==> config.mk <==
export PLATFORM = sky130hd
export DESIGN_NAME = usb_endpoint_status_upper
export DESIGN_NICKNAME = d
export VERILOG_FILES = /design/src/ep_status_pkg.sv /design/src/ep_kind_decode.sv /design/src/ep_handshake_sel.sv /design/src/usb_endpoint_status_upper.sv
export SDC_FILE = /design/constraint.sdc
export NUM_CORES = 1
export LEC_CHECK = 0
export ABC_CLOCK_PERIOD_IN_PS = 3900
export BUFFER_PORTS_ARGS = -buffer_cell sky130_fd_sc_hd__buf_2
export CORE_ASPECT_RATIO = 1.4
export CORE_MARGIN = 1.5
export CORE_UTILIZATION = 31
export DETAILED_ROUTE_END_ITERATION = 12
export GPL_TIMING_DRIVEN = 0
export PLACE_DENSITY = 0.51
export SLEW_MARGIN = 10
export SYNTH_ARGS = -nofsm -noshare
export SYNTH_HDL_FRONTEND = slang
export SYNTH_HIERARCHICAL = 1
export SYNTH_SLANG_ARGS = --single-unit
==> constraint.sdc <==
create_clock -name sys_clk_i -period 3.9 [get_ports sys_clk_i]
set_input_delay 0.585 -clock sys_clk_i [delete_from_list [all_inputs] [get_ports sys_clk_i]]
set_output_delay 0.585 -clock sys_clk_i [all_outputs]
set_load 0.01 [all_outputs]
==> src/ep_status_pkg.sv <==
// package: register map, field positions, reset values and encodings
package ep_status_pkg;

  // ----------------------------------------
  // register byte offsets
  // ----------------------------------------
  localparam logic [7:0] OFS_ENDPOINT_SELECT  = 8'h00;
  localparam logic [7:0] OFS_ENDPOINT_CONTROL = 8'h04;
  localparam logic [7:0] OFS_ENDPOINT_STATUS  = 8'h08;
  localparam logic [7:0] OFS_IRQ_STATUS       = 8'h0C;
  localparam logic [7:0] OFS_IRQ_MASK         = 8'h10;

  // ----------------------------------------
  // endpoint status fields
  // ----------------------------------------
  localparam int BIT_CTRL_DIR   = 7;
  localparam int BIT_OUT_B1     = 6;
  localparam int BIT_STALL_REQ  = 5;
  localparam int BIT_IN_READY   = 4;
  localparam int BIT_STALL_SENT = 3;
  localparam int BIT_SETUP_RX   = 2;
  localparam int BIT_OUT_B0     = 1;
  localparam int BIT_IN_DONE    = 0;

  // ----------------------------------------
  // endpoint set and reset values
  // ----------------------------------------
  localparam int          NUM_EP         = 7;
  localparam logic [3:0]  EP_SEL_MAX     = 4'h6;
  localparam logic [3:0]  EP_PP_FIRST    = 4'h4;
  localparam logic [7:0]  STATUS_RESET   = 8'h00;
  localparam logic [1:0]  KIND_RESET     = 2'h0;
  localparam logic [NUM_EP-1:0] MASK_RESET = 7'h00;

  typedef enum logic [1:0] {
    KIND_CONTROL = 2'b00,
    KIND_ISO     = 2'b01,
    KIND_BULK    = 2'b10,
    KIND_INTR    = 2'b11
  } ep_kind_t;

  typedef enum logic [1:0] {
    HS_ACK   = 2'b00,
    HS_NAK   = 2'b01,
    HS_STALL = 2'b10,
    HS_NONE  = 2'b11
  } handshake_t;

endpackage

==> src/ep_kind_decode.sv <==
// module: endpoint kind decode and ping-pong qualification
`timescale 1ns/1ps
module ep_kind_decode
  import ep_status_pkg::*;
(
  // endpoint
  input  wire logic [3:0] ep_i,
  input  wire logic [1:0] kind_field_i,
  // decoded
  output ep_kind_t        kind_o,
  output logic            pingpong_o
);

  always_comb begin
    kind_o     = (ep_i == 4'h0) ? KIND_CONTROL : ep_kind_t'(kind_field_i);
    pingpong_o = (ep_i >= EP_PP_FIRST) && (ep_i <= EP_SEL_MAX);
  end

endmodule

==> src/ep_handshake_sel.sv <==
// module: handshake choice for one OUT or IN token
`timescale 1ns/1ps
module ep_handshake_sel
  import ep_status_pkg::*;
(
  // endpoint state
  input  ep_kind_t         kind_i,
  input  wire logic        stall_req_i,
  input  wire logic        bank_full_i,
  // decision
  output handshake_t       hs_o
);

  always_comb begin
    if (stall_req_i && kind_i != KIND_ISO) begin
      hs_o = HS_STALL;
    end else if (kind_i == KIND_ISO) begin
      hs_o = HS_NONE;
    end else if (bank_full_i) begin
      hs_o = HS_NAK;
    end else begin
      hs_o = HS_ACK;
    end
  end

endmodule

==> src/usb_endpoint_status_upper.sv <==
// module: upper endpoint status flags, handshake gating and apb register file
//
// Summary of operation
// - The direction flag in bit 7 counts only for a control endpoint.
// - A control endpoint takes data and status stage direction from that flag.
// - Bit 6 is set when a packet lands in bank 1 of ping-pong endpoints 4 to 6.
// - Setting bit 6 raises the endpoint interrupt when it is enabled.
// - While bit 6 is set, OUT packets to bank 1 get NAK except on isochronous or with the stall request set.
// - The stall request in bit 5 makes the next handshake a STALL, except on isochronous.
// - A valid SETUP PID clears the stall request of a control endpoint.
// - The kind field selects control, isochronous, bulk or interrupt; endpoint 0 is control.
// - A requested STALL that was sent sets the stall-sent flag and its interrupt.
// - A valid SETUP sets setup received and clears every other status bit.
// - The status register shows the endpoint picked by the select field.
//
// Implementation choices: the register addresses and the APB interface to the registers.
`timescale 1ns/1ps
module usb_endpoint_status_upper
  import ep_status_pkg::*;
(
  // clock and reset
  input  wire logic        sys_clk_i,
  input  wire logic        rst_i,
  // apb slave
  input  wire logic        psel_i,
  input  wire logic        penable_i,
  input  wire logic        pwrite_i,
  input  wire logic [7:0]  paddr_i,
  input  wire logic [31:0] pwdata_i,
  output logic [31:0]      prdata_o,
  output logic             pready_o,
  output logic             pslverr_o,
  // usb engine events
  input  wire logic [3:0]  tok_ep_i,
  input  wire logic        setup_pid_i,
  input  wire logic        out_token_i,
  input  wire logic        out_bank1_i,
  input  wire logic        in_token_i,
  input  wire logic        out_bank1_stored_i,
  input  wire logic        stall_sent_i,
  // handshake answer and stage direction
  output logic             hs_valid_o,
  output logic [1:0]       hs_o,
  output logic             ctrl_dir_in_o,
  // interrupt
  output logic             irq_o
);

  // ----------------------------------------
  // state
  // ----------------------------------------
  typedef struct packed {
    logic [3:0]               sel;
    logic [NUM_EP-1:0][1:0]   kind;
    logic [NUM_EP-1:0][7:0]   status;
    logic [NUM_EP-1:0]        irq_stat;
    logic [NUM_EP-1:0]        irq_mask;
    logic [31:0]              rdata;
    logic                     ready;
    logic                     slverr;
    logic                     hs_valid;
    logic [1:0]               hs;
    logic                     dir_in;
    logic                     irq;
  } state_t;

  state_t st_r;
  state_t st_nxt;

  // ----------------------------------------
  // decode of the token endpoint
  // ----------------------------------------
  logic       tok_ok;
  logic [2:0] tok_idx;
  ep_kind_t   tok_kind;
  logic       tok_pp;
  handshake_t tok_hs;
  logic       tok_b1_full;
  logic [3:0] tok_ep_safe;

  function automatic logic [2:0] ep_index(input logic [3:0] ep);
    ep_index = (ep <= EP_SEL_MAX) ? ep[2:0] : 3'h0;
  endfunction

  // true for the five mapped register offsets
  function automatic logic addr_mapped(input logic [7:0] a);
    addr_mapped = (a == OFS_ENDPOINT_SELECT) || (a == OFS_ENDPOINT_CONTROL) ||
                  (a == OFS_ENDPOINT_STATUS) || (a == OFS_IRQ_STATUS) ||
                  (a == OFS_IRQ_MASK);
  endfunction

  always_comb begin
    tok_ok      = (tok_ep_i <= EP_SEL_MAX);
    tok_idx     = ep_index(tok_ep_i);
    tok_ep_safe = {1'b0, tok_idx};
  end

  ep_kind_decode u_kind (
    .ep_i         (tok_ep_safe),
    .kind_field_i (st_r.kind[tok_idx]),
    .kind_o       (tok_kind),
    .pingpong_o   (tok_pp)
  );

  always_comb begin
    tok_b1_full = out_token_i && tok_pp && out_bank1_i
                  && st_r.status[tok_idx][BIT_OUT_B1];
  end

  ep_handshake_sel u_hs (
    .kind_i      (tok_kind),
    .stall_req_i (st_r.status[tok_idx][BIT_STALL_REQ]),
    .bank_full_i (tok_b1_full),
    .hs_o        (tok_hs)
  );

  // ----------------------------------------
  // next state
  // ----------------------------------------
  logic       apb_acc;
  logic       apb_wr;
  logic [2:0] sel_idx;
  logic [7:0] wbyte;
  logic       sel_pp;
  ep_kind_t   sel_kind;
  logic       b1_set;

  ep_kind_decode u_sel_kind (
    .ep_i         ({1'b0, sel_idx}),
    .kind_field_i (st_r.kind[sel_idx]),
    .kind_o       (sel_kind),
    .pingpong_o   (sel_pp)
  );

  always_comb begin
    st_nxt  = st_r;
    apb_acc = psel_i && penable_i && !st_r.ready;
    // write lands at the edge where pready is sampled high
    apb_wr  = psel_i && penable_i && st_r.ready && pwrite_i;
    sel_idx = ep_index(st_r.sel);
    wbyte   = pwdata_i[7:0];
    b1_set  = 1'b0;

    st_nxt.ready    = apb_acc;
    st_nxt.slverr   = apb_acc && !addr_mapped(paddr_i);
    st_nxt.hs_valid = 1'b0;

    // firmware writes
    if (apb_wr) begin
      case (paddr_i)
        OFS_ENDPOINT_SELECT: begin
          st_nxt.sel = wbyte[3:0];
        end
        OFS_ENDPOINT_CONTROL: begin
          st_nxt.kind[sel_idx] = wbyte[1:0];
        end
        OFS_ENDPOINT_STATUS: begin
          st_nxt.status[sel_idx] = wbyte;
          if (!sel_pp) begin
            st_nxt.status[sel_idx][BIT_OUT_B1] = 1'b0;
          end
        end
        OFS_IRQ_STATUS: begin
          st_nxt.irq_stat = st_r.irq_stat & ~wbyte[NUM_EP-1:0];
        end
        OFS_IRQ_MASK: begin
          st_nxt.irq_mask = wbyte[NUM_EP-1:0];
        end
        default: begin
          st_nxt.slverr = 1'b0;
        end
      endcase
    end

    // reads; a write answers with zero read data
    if (apb_acc && pwrite_i) begin
      st_nxt.rdata = 32'h00000000;
    end
    if (apb_acc && !pwrite_i) begin
      case (paddr_i)
        OFS_ENDPOINT_SELECT:  st_nxt.rdata = {28'h0000000, st_r.sel};
        OFS_ENDPOINT_CONTROL: st_nxt.rdata = {30'h00000000, st_r.kind[sel_idx]};
        OFS_ENDPOINT_STATUS:  st_nxt.rdata = {24'h000000, st_r.status[sel_idx]};
        OFS_IRQ_STATUS:       st_nxt.rdata = {25'h0000000, st_r.irq_stat};
        OFS_IRQ_MASK:         st_nxt.rdata = {25'h0000000, st_r.irq_mask};
        default: begin
          st_nxt.rdata  = 32'h00000000;
          st_nxt.slverr = 1'b1;
        end
      endcase
    end

    // usb engine events, after firmware so hardware sets win
    if (tok_ok) begin
      if (out_bank1_stored_i && tok_pp) begin
        st_nxt.status[tok_idx][BIT_OUT_B1] = 1'b1;
        b1_set = 1'b1;
      end
      if (stall_sent_i && st_r.status[tok_idx][BIT_STALL_REQ] && tok_kind != KIND_ISO) begin
        st_nxt.status[tok_idx][BIT_STALL_SENT] = 1'b1;
        st_nxt.irq_stat[tok_idx]               = 1'b1;
      end
      if (b1_set) begin
        st_nxt.irq_stat[tok_idx] = 1'b1;
      end
      if (setup_pid_i && tok_kind == KIND_CONTROL) begin
        st_nxt.status[tok_idx] = 8'h00;
        st_nxt.status[tok_idx][BIT_SETUP_RX] = 1'b1;
        st_nxt.irq_stat[tok_idx] = 1'b1;
      end
      if (out_token_i || in_token_i) begin
        st_nxt.hs_valid = 1'b1;
        st_nxt.hs       = (out_token_i && !out_bank1_i && tok_hs == HS_NAK) ? HS_ACK : tok_hs;
      end
    end

    // control stage direction, only meaningful for control kind
    if (tok_kind == KIND_CONTROL) begin
      st_nxt.dir_in = st_r.status[tok_idx][BIT_CTRL_DIR];
    end else begin
      st_nxt.dir_in = 1'b0;
    end

    st_nxt.irq = |(st_nxt.irq_stat & st_nxt.irq_mask);
  end

  // ----------------------------------------
  // registers
  // ----------------------------------------
  always_ff @(posedge sys_clk_i or posedge rst_i) begin
    if (rst_i) begin
      st_r          <= '0;
      st_r.kind     <= {NUM_EP{KIND_RESET}};
      st_r.status   <= {NUM_EP{STATUS_RESET}};
      st_r.irq_mask <= MASK_RESET;
    end else begin
      st_r <= st_nxt;
    end
  end

  // ----------------------------------------
  // outputs
  // ----------------------------------------
  always_comb begin
    prdata_o      = st_r.rdata;
    pready_o      = st_r.ready;
    pslverr_o     = st_r.slverr;
    hs_valid_o    = st_r.hs_valid;
    hs_o          = st_r.hs;
    ctrl_dir_in_o = st_r.dir_in;
    irq_o         = st_r.irq;
  end

endmodule

Word level (Yosys, flattened, before mapping):

Index checks and enable logic that the tools add are counted.

* magnitude comparators: 10
* equality and inequality tests: 7
* muxes and demuxes: 58
* bitwise logic cells: 13
* reduce and logical (&&, ||, !) cells: 39

Operators with widths (count)
* 2-to-1 mux 63 bit: 4
* 2-to-1 mux 56 bit: 4
* bitwise OR 56 bit: 3
* demux 8 bit (select 3 bit): 6
* bitwise AND 56 bit: 2
* NOT 56 bit: 2
* 2-to-1 mux 70 bit: 1
* 2-to-1 mux 32 bit: 2
* bitwise mux 56 bit: 1
* binary-select mux 8 bit (select 3 bit): 2
* 2-to-1 mux 7 bit: 6
* one-hot mux 8 bit (5 select lines): 1
* 2-to-1 mux 8 bit: 4
* logical AND 1 bit: 21
* bitwise OR 7 bit: 3
* == test 8 x 4 -> 1 bit (second input constant): 2
* 2-to-1 mux 3 bit: 5
* bitwise AND 7 bit: 2
* bitwise mux 14 bit: 1
* 2-to-1 mux 2 bit: 7
* binary-select mux 2 bit (select 3 bit): 2
* 2-to-1 mux 1 bit: 9
* == test 8 x 3 -> 1 bit (second input constant): 1
* == test 8 x 5 -> 1 bit (second input constant): 1
* other kinds (20): 35

* bits in registers: 127
* output and inout port bits: 39
* logic and storage cells: 151

Logic depth before layout (Yosys ltp):

Gate-level depths: netlist of the first run.

* word-level depth: 25
* mapped depth: 15

By module:

Netlist of the first run, hierarchy kept.

Modules (own cells, without submodules)
* usb_endpoint_status_upper: times used 1, cells an instance 674, area an instance 6070.8 µm²
* ep_kind_decode: times used 2, cells an instance 5, area an instance 36.3 µm²
* ep_handshake_sel: times used 1, cells an instance 4, area an instance 35.0 µm²

Worst setup path before layout of the first run:

No wires, ideal clock.

* path type: input-to-reg
* start point: in tok_ep_i[0]
* end point: reg st_r, in the netlist irq_o
* data arrival time: 2.908 ns
* path slack: 0.840 ns
* stages: 11
* path through: buf_2 -> buf_1 -> nand2_1 -> o2bb2ai_1 -> a22oi_1 -> o22a_1 -> a21oi_1 -> nor2b_1 -> a21boi_1 -> a221oi_1 -> o2111ai_1

RTL lines
* from (decl): line usb_endpoint_status_upper.sv:34 `input wire logic [3:0] tok_ep_i,`
* to (signal assigned): line usb_endpoint_status_upper.sv:237 `st_r <= st_nxt;`
* to (decl): line usb_endpoint_status_upper.sv:67 `state_t st_r;`

==> results.md, run 1 <==
* Maxcap violations at 0
* Vias in the first global route at 5368
* Rel. slew slack at 18.4%
* # H-tree levels at 3
* Post-DP Area at 6780 sq um
* Sink Count at 103
* Core ar. at 19400 sq um
* Most common cell after layout, fill and taps aside: dfrtp_1
* Top sig layer: met4
* Clock Tree Buf Depth at 2
* Setup crit start kind: input port
* Final worst slack at 0.171 ns
* Synthesized cell area at 6150 sq um
* Part of the power in registers at 49.4%
* M1 WL at 8560 um
* CTS tree: built
* Root buffer cell: clkbuf_16
* Port Buffers at 38
* Worst IR drop on VDD at 0.197 mV
* Most frequent cells in the layout: 103 x dfrtp_1, 67 x nand2_1, 54 x a21oi_1
* Worst hold path class: in -> async
* Fmax at 268 MHz
* CP Capture Type: register
* Worst path arrival time at 3.94 ns
* First-pass GRT wire length at 32900 um
* Die H at 170 um
* Proportion of layout cells with a drive suffix above 1 at 18.3%
* Final setup viols at 0
* DRT iter0 DRCs at 477
* Leak pwr at 3.19 nW
* Fin Setup TNS at 0 ns
* Max Clock Skew at 0.00644 ns
* Vias at 5545
* Clock latency on the worst-skew pair at 0.36 ns
* Final Hold Fails at 0
* Post-Place Worst Slack at -0.503 ns
* Clock Power Share at 37.7%
* Worst-Margin Slew at 1.21 ns
* Fin crit share at 95.6%
* Switching power total at 0.673 mW
* Drt drc at 0
* Die area at 20700 sq um
* RSZ-0062 raised after global routing: true
* Critical Path RT at 4.11 ns
* # diodes at 0
* Remaining global-route overflow at 0
* Non-Filler Instances at 1014
* Antenna violations before repair at 0
* R2r setup slk at 0.69 ns
* Layout Utilization at 36.6%
* Outcome: completed
* Initial Utilization at 31.8%
* Row cnt at 60
* Detail Route Antenna Nets at 0
* Vias per inst at 5.47
* Switch share at 28.4%
* CTS Buf Count at 9
* GRT Total Usage at 21.4%
* Pwr per Cell Area at 335 nW/um^2
* Design Area, Final at 7080 sq um
* DR WL met3 at 1280 um
* Min Clock Period, post-route at 3.73 ns
* Post-DP HPWL at 16400 um
* Clock Pin Slew Worst Setup and Hold Paths at 0.07 ns
* Syn Area/Cell at 8.98 sq um
* Pins Over Slew Limit at 0
* Pwr Total at 2.37 mW
* WL met2 at 10900 um
* Nets at 816
* Area growth syn-to-layout at 15.0%
* IO Count at 94
* Routed WL per cell at 21.5 um
* Worst Path Max Fanout at 10
* Pint at 1.70 mW
* First-pass DRT Iterations at 5
* Total Routed Length at 21800 um
* Crit Path Category: in -> reg
* RePlAce Congestion at 0.925
* Post-CTS Repair Setup Buffers at 0
* Largest net degree at the start of global routing at 77
* DP Cell Count at 998
* Cell count after synthesis at 685
* Combinational share of power at 12.9%
* Synth warnings at 6
* Die extent in x at 122 um
* Hold_ws at 0.184 ns
## flip-flops by register name (all words and copies together) (netlist names)
signal and flops:
pslverr_o 1, hs_valid_o 1, st_r 88, pready_o 1
prdata_o 8, ctrl_dir_in_o 1, hs_o 2, irq_o 1
## power groups by stage
stage                     Clock (mW)  Sequential (mW)  Combinational [mW]
after floorplan                    0             1.18               0.208
final                          0.894             1.17               0.307
after global placement             0             1.19               0.298
after detailed placement           0             1.19               0.304
after CTS                      0.910             1.17               0.306
after global routing           0.954             1.18               0.341
## what timing repair did
item / 4_1_cts / 5_1_grt
setup endpoints to repair: 7 / 36
pin swaps: 0 / 0
gates resized for setup: 1 / 4
hold buffers: 0 / 0
## layout make-up
class                           instances  area, sq um
Clock inverter                          5         38.8
Buffer                                 76          427
Clock buffer                           11          243
Multi-Input combinational cell        511         3180
Tap cell                              248          310
Sequential cell                       103         2580
Fill cell                            2053        12300
Inverter                               21         83.8
Timing Repair Buffer                   39          218
## final timing paths
path | end | from | depth (start not counted)
min in group sys_clk_i | prdata_o[4] | prdata_o[4] | 2
setup / recovery | st_r[92] | tok_ep_i[1] | 13
setup reg to reg | st_r[75] | st_r[124] | 6
max in group asynchronous | st_r[64] | rst_i | 3
hold reg to reg | prdata_o[4] | prdata_o[4] | 2
hold / removal | st_r[117] | rst_i | 2
## worst max-delay path, cell delays in order
cell and delay, ns:
buf_2 0.10, clkbuf_1 0.37, buf_1 0.44, nand2_1 0.25, nand2_1 0.14, inv_1 0.08, nor4_2 0.32, nor2b_1 0.18
nor2_1 0.32, nand2_1 0.21, clkbuf_1 0.27, nor2_1 0.55, a21oi_1 0.10
## metal layers
layer,vias up,GRT usage [%]
li1,2550,-
met1,2695,25.4
met2,237,37.3
met3,63,3.26
met4,0,10.6
met5,-,0
Note: power is estimated with default switching activity, not from simulation.
==> inputs of run 2 (changes only) <==
Settings changed: CORE_MARGIN 1.5 to not set, RECOVER_POWER set to 100.
==> run 2 against run 1 <==
Compared with the run above: the flow now finishes with violations (max-capacitance violations, max-slew violations); first-iteration DRC count shrank 0.42%; core utilization down 0.24 points; critical path depth grew 1; count of clock-buffer cells in the layout did not move; largest cell class unchanged; largest power group unchanged; highest routed layer unchanged.
==> results.md, run 2 (synthesized netlist as in run 1, its figures left out) <==
* Worst IR drop on VDD at 0.203 mV (+3.1%)
* Max FFs per register at 88 (unchanged)
* CP Capture Type: register
* Sink Count at 103 (unchanged)
* # hold bufs at CTS at 0 (unchanged)
* Min Clock Period, post-route at 3.77 ns (+0.0429 ns)
* Worst setup path start: tok_ep_i[2]
* Post-CTS Repair Setup Buffers at 0 (unchanged)
* DP Cell Count at 998 (unchanged)
* Proportion of layout cells with a drive suffix above 1 at 15.3% (-3.0 points)
* Largest net degree at the start of global routing at 56 (-27%)
* Critical Path RT at 4.13 ns (+0.02 ns)
* Clock latency on the worst-skew pair at 0.36 ns (about the same)
* Clock Pin Slew Worst Setup and Hold Paths at 0.07 ns (about the same)
* Final worst slack at 0.128 ns (-0.0429 ns)
* Fmax at 265 MHz (-1.1%)
* IO Count at 94 (unchanged)
* # H-tree levels at 3 (unchanged)
* Detail Route Antenna Nets at 0 (unchanged)
* CTS tree: built
* Rel. slew slack at -49.6% (-68 points)
* Hold_ws at 0.489 ns (+0.305 ns)
* Initial Utilization at 31.8% (unchanged)
* Routed WL per cell at 21.4 um (-0.13%)
* Vias in the first global route at 5409 (+0.76%)
* Max Clock Skew at 0.00707 ns (+0.000633 ns)
* Final setup viols at 0 (unchanged)
* Hold Crit Start: prdata_o[4]
* Worst hold path class: reg -> reg
* Outcome: finished with violations
* Pwr Total at 2.43 mW (+2.2%)
* Pins Over Slew Limit at 50 (+50)
* Setup crit start kind: input port
* CTS Buf Count at 9 (unchanged)
* Post-Place Worst Slack at -0.451 ns (+0.0517 ns)
* GRT Total Usage at 22.0% (+0.59 points)
* Leak pwr at 3.12 nW (-2.4%)
* Remaining global-route overflow at 0 (unchanged)
* Maxcap violations at 1 (+1)
* Post-DP HPWL at 16500 um (+0.42%)
* Total Routed Length at 21700 um (-0.23%)
* Fin crit share at 96.7% (+1.1 points)
* RSZ-0062 raised after global routing: true
* Worst R2R Start: st_r[124]
* Design Area, Final at 7030 sq um (-0.65%)
* Area growth syn-to-layout at 14.3%
* Worst Path Max Fanout at 10 (unchanged)
* Die extent in x at 121 um (-0.82%)
* First-pass GRT wire length at 33200 um (+0.86%)
* Worst path arrival time at 4.00 ns (+0.06 ns)
* DRT iter0 DRCs at 475 (-0.42%)
* Post-DP Area at 6780 sq um (unchanged)
* Crit Path Category: in -> reg
* Vias at 5509 (-0.65%)
* Drt drc at 0 (unchanged)
* Most frequent cells in the layout: 103 x dfrtp_1, 67 x nand2_1, 55 x a21oi_1
* Root buffer cell: clkbuf_16
* Most common cell after layout, fill and taps aside: dfrtp_1
* Row cnt at 60 (unchanged)
* Nets at 816 (unchanged)
* # diodes at 0 (unchanged)
* Antenna violations before repair at 0 (unchanged)
* Pwr per Cell Area at 345 nW/um^2 (+2.9%)
* Final Hold Fails at 0 (unchanged)
* First-pass DRT Iterations at 5 (unchanged)
* Port Buffers at 38 (unchanged)
* RePlAce Congestion at 0.910 (-1.6%)
* Die H at 169 um (-0.59%)
* Non-Filler Instances at 1013 (-0.099%)
* Biggest register: st_r
* Worst-Margin Slew at 2.23 ns (+1.02 ns)
* Die area at 20400 sq um (-1.4%)
* Failing checks: max-capacitance violations, max-slew violations
* Core ar. at 19400 sq um (unchanged)
* Clock Tree Buf Depth at 2 (unchanged)
* Layout Utilization at 36.3% (-0.24 points)
* Fin Setup TNS at 0 ns (unchanged)
* Vias per inst at 5.44 (-0.55%)
-- run 2: cell types whose count changed in the layout (fill, tap and decap cells not counted), sizes merged --
cell      previous run  this run
clkbuf              41        60
clkinvlp             1         2
buf                 85        66
inv                 23        20
bufinv               0         1
-- run 2: layer usage --
metal	wire length (um)	vias to the layer above	GRT usage (%)
met2	11000	225	38.8
met1	8890	2692	26.6
li1	-	2551	-
met3	1100	41	2.86
met5	0	-	0
met4	721	0	9.61
-- run 2: worst paths after layout --
kind,cells after the start,endpoint,slack [ns]
worst max-delay path,14,st_r[93],0.13
worst min-delay path,2,prdata_o[4],0.49
worst max register to register,6,st_r[75],0.65
worst min register to register,2,prdata_o[4],0.49
max in group asynchronous,3,st_r[72],0.89
min in group asynchronous,2,st_r[118],0.80
-- run 2: what timing repair did --
action,4_1_cts,5_1_grt
pin swaps,0,0
endpoints found under the setup margin,2,29
resized for setup,1,4
-- run 2: worst max-delay path, stage by stage --
cell      delay (ns)
buf_2           0.15
clkbuf_1        0.40
a21o_1          0.18
clkbuf_1        0.34
mux2i_1         0.24
nor2_1          0.05
a31oi_1         0.27
a21oi_1         0.11
nor2b_1         0.22
nor2_1          0.38
nand2_1         0.23
clkbuf_1        0.30
nor2_2          0.44
a21oi_1         0.08
-- run 2: final cells by class --
cell class	instances	area (sq um)
flip-flops and latches	103	2580
inverters	21	80.1
clock inverters	4	55.1
fillers	2049	12300
multi-input cells	511	3170
repair buffers	39	176
well taps	248	310
plain buffers	76	424
clock buffers	11	243
-- run 2: where the power goes --
group	switching, mW	total, mW	internal, mW	leakage [nW]
Sequential	0.0406	1.17	1.13	1.38
Combinational	0.195	0.303	0.108	1.60
Clock	0.436	0.953	0.517	0.142
Total	0.671	2.43	1.76	3.12
==> inputs of run 3 (changes only) <==
Settings changed: ABC_CLOCK_PERIOD_IN_PS 3900 to 4700.
Clock period 3.9 ns to 4.7 ns, I/O delays scaled along.
==> run 3 against run 2 <==
Compared with the run above: the run still ends with max-capacitance violations, max-slew violations left; via count rose by 0.15%; count of clock-buffer cells in the layout did not move; routed wire length rose by 0.43%; combinational power fell by 18%; core utilization fell by 0.14 points; sequential power fell by 17%; critical path type unchanged; largest power group unchanged.
==> results.md, run 3 (synthesized netlist as in run 1, its figures left out) <==
* Outcome: finished with violations
* # H-tree levels at 3 (unchanged)
* Crit path max-delay cell type: a221oi_1
* CP peak stage delay at 1.00 ns (+0.56 ns)
* Largest net degree at the start of global routing at 56 (unchanged)
* Root buffer cell: clkbuf_16
* IO Count at 94 (unchanged)
* Core ar. at 19400 sq um (unchanged)
* CP cell instances: clkbuf_1, clkbuf_1, nand2b_1, a21oi_1, a31oi_1, a21oi_1, nor2b_1, a21boi_1, a221oi_1, o2111ai_1
* R2r setup slk at 1.45 ns (+0.80 ns)
* Worst R2R Start: st_r[124]
* Maxcap violations at 1 (unchanged)
* Die extent in x at 121 um (unchanged)
* Min Clock Period, post-route at 4.16 ns
* CP delay by family, top: compound AO/OA/AOI/OAI gates
* Final Hold Fails at 0 (unchanged)
* Antenna violations before repair at 0 (unchanged)
* Sink Count at 103 (unchanged)
* Most frequent cells in the layout: 103 x dfrtp_1, 67 x nand2_1, 55 x a21oi_1
* R2r endpoint: st_r[75]
* Most common cell after layout, fill and taps aside: dfrtp_1
* GRT Total Usage at 22.0% (about the same)
* # diodes at 0 (unchanged)
* Vias at 5517 (+0.15%)
* Clock latency on the worst-skew pair at 0.36 ns (about the same)
* Failing checks: max-capacitance violations, max-slew violations
* Vias in the first global route at 5406 (-0.055%)
* Fin crit share at 88.5%
* R2R depth at 10 (+4)
* RSZ-0062 raised after global routing: false
* RePlAce Congestion at 0.910 (unchanged)
* Max FFs per register at 88 (unchanged)
* Pins Over Slew Limit at 50 (unchanged)
* Pwr per Cell Area at 287 nW/um^2 (-17%)
* Crit Path Category: in -> reg
* # hold bufs at CTS at 0 (unchanged)
* Hold Crit Start: prdata_o[4]
* Die H at 169 um (unchanged)
* Worst hold path class: reg -> reg
* Worst path arrival time at 4.35 ns (+0.35 ns)
* Port Buffers at 38 (unchanged)
* Worst Hold Depth at 2 (unchanged)
* Critical Path RT at 4.89 ns (+0.76 ns)
* Post-Place Worst Slack at 0.229 ns (+0.680 ns)
* Cts repair resizes at 0 (-1)
* Worst Path Max Fanout at 10 (unchanged)
* First-pass DRT Iterations at 5 (unchanged)
* First-pass GRT wire length at 33200 um (-0.12%)
* Remaining global-route overflow at 0 (unchanged)
* Post-DP HPWL at 16500 um (unchanged)
* Leak pwr at 3.11 nW (-0.27%)
* Fin Setup TNS at 0 ns (unchanged)
* Rel. slew slack at -49.3% (+0.33 points)
* Vias per inst at 5.45 (+0.15%)
* Worst Hold Path EP: prdata_o[4]
* Layout filler cell count at 2053 (+0.20%)
* Worst-Margin Slew at 2.23 ns (-0.00488 ns)
* Hold_ws at 0.488 ns (-0.00152 ns)
* CTS Buf Count at 9 (unchanged)
* Max Clock Skew at 0.00674 ns (-0.000329 ns)
* CTS tree: built
* Fmax at 241 MHz
* Area growth syn-to-layout at 13.9%
* Initial Utilization at 31.8% (unchanged)
* DP Cell Count at 998 (unchanged)
* Final setup viols at 0 (unchanged)
* Biggest register: st_r
* Final worst slack at 0.542 ns (+0.414 ns)
* Die area at 20400 sq um (unchanged)
* Clock Tree Buf Depth at 2 (unchanged)
* Pwr Total at 2.01 mW (-17%)
* Routed WL per cell at 21.5 um (+0.43%)
* Row cnt at 60 (unchanged)
* Total Routed Length at 21800 um (+0.43%)
* Clock Pin Slew Worst Setup and Hold Paths at 0.07 ns (about the same)
* Detail Route Antenna Nets at 0 (unchanged)
* DRT iter0 DRCs at 417 (-12%)
* Non-Filler Instances at 1013 (unchanged)
* WP buf/inv at 2 (-2)
* Drt drc at 0 (unchanged)
* Setup crit start kind: input port
* Worst IR drop on VDD at 0.168 mV (-17%)
* Post-CTS Repair Setup Buffers at 0 (unchanged)
* Nets at 816 (unchanged)
* CP Capture Type: register
* Proportion of layout cells with a drive suffix above 1 at 14.2% (-1.0 points)
-- run 3: changes by cell type in the layout (fill, tap and decap cells not counted), moves of 2 or more --
cell,delta
nor2_1,+3
o21ai_0,+2
clkbuf_1,+2
nor2_2,-3
-- run 3: layer usage --
metal | wire length, um | part of all wire [%] | global-route usage [%] | vias to the layer above
met2 | 11100 | 51 | 38.6 | 231
li1 | - | - | - | 2556
met1 | 8810 | 40 | 26.6 | 2688
met5 | 0 | 0 | 0 | -
met4 | 733 | 3.4 | 9.72 | 0
met3 | 1160 | 5.3 | 2.86 | 42
-- run 3: worst min-delay path: cells and delay by family, from the launching register on --
family	cells	cell delay, ns
flip-flops	1	0.35
AO/OA/AOI/OAI	1	0.06
AND/OR/NAND/NOR	1	0.05
-- run 3: how the worst max path moves through the flow --
stage / cells past startpoint / startpoint / end
after floorplan: 1 / rst_i / ctrl_dir_in_o
after global placement: 2 / rst_i / st_r[75]
after detailed placement: 10 / tok_ep_i[1] / irq_o
after CTS: 10 / tok_ep_i[1] / irq_o
after global routing: 13 / tok_ep_i[1] / st_r[107]
final: 10 / tok_ep_i[1] / irq_o
-- run 3: per-stage QoR --
| stage | util, % | area [sq um] |
|---|---|---|
| 2_1_floorplan | - | 6250 |
| 3_3_place_gp | 34.9 | 6750 |
| 3_5_place_dp | 35.0 | 6780 |
| 4_1_cts | 36.6 | 7080 |
| 5_1_grt | 36.2 | 7010 |
| 6_report | 36.2 | 7010 |
-- run 3: report_power, final --
| part | leakage [nW] | internal, mW | switching, mW |
|---|---|---|---|
| Combinational | 1.59 | 0.0886 | 0.160 |
| Clock | 0.142 | 0.429 | 0.365 |
| Sequential | 1.38 | 0.938 | 0.0339 |
-- run 3: cell type report --
cell class	count	area [sq um]	area share [%]
sequential	103	2580	36.8
tap	248	310	4.43
clock inverter	4	55.1	0.786
timing repair buffer	39	175	2.50
inverter	21	80.1	1.14
clock buffer	11	243	3.46
buffer	76	423	6.04
multi-input combinational	511	3140	44.9
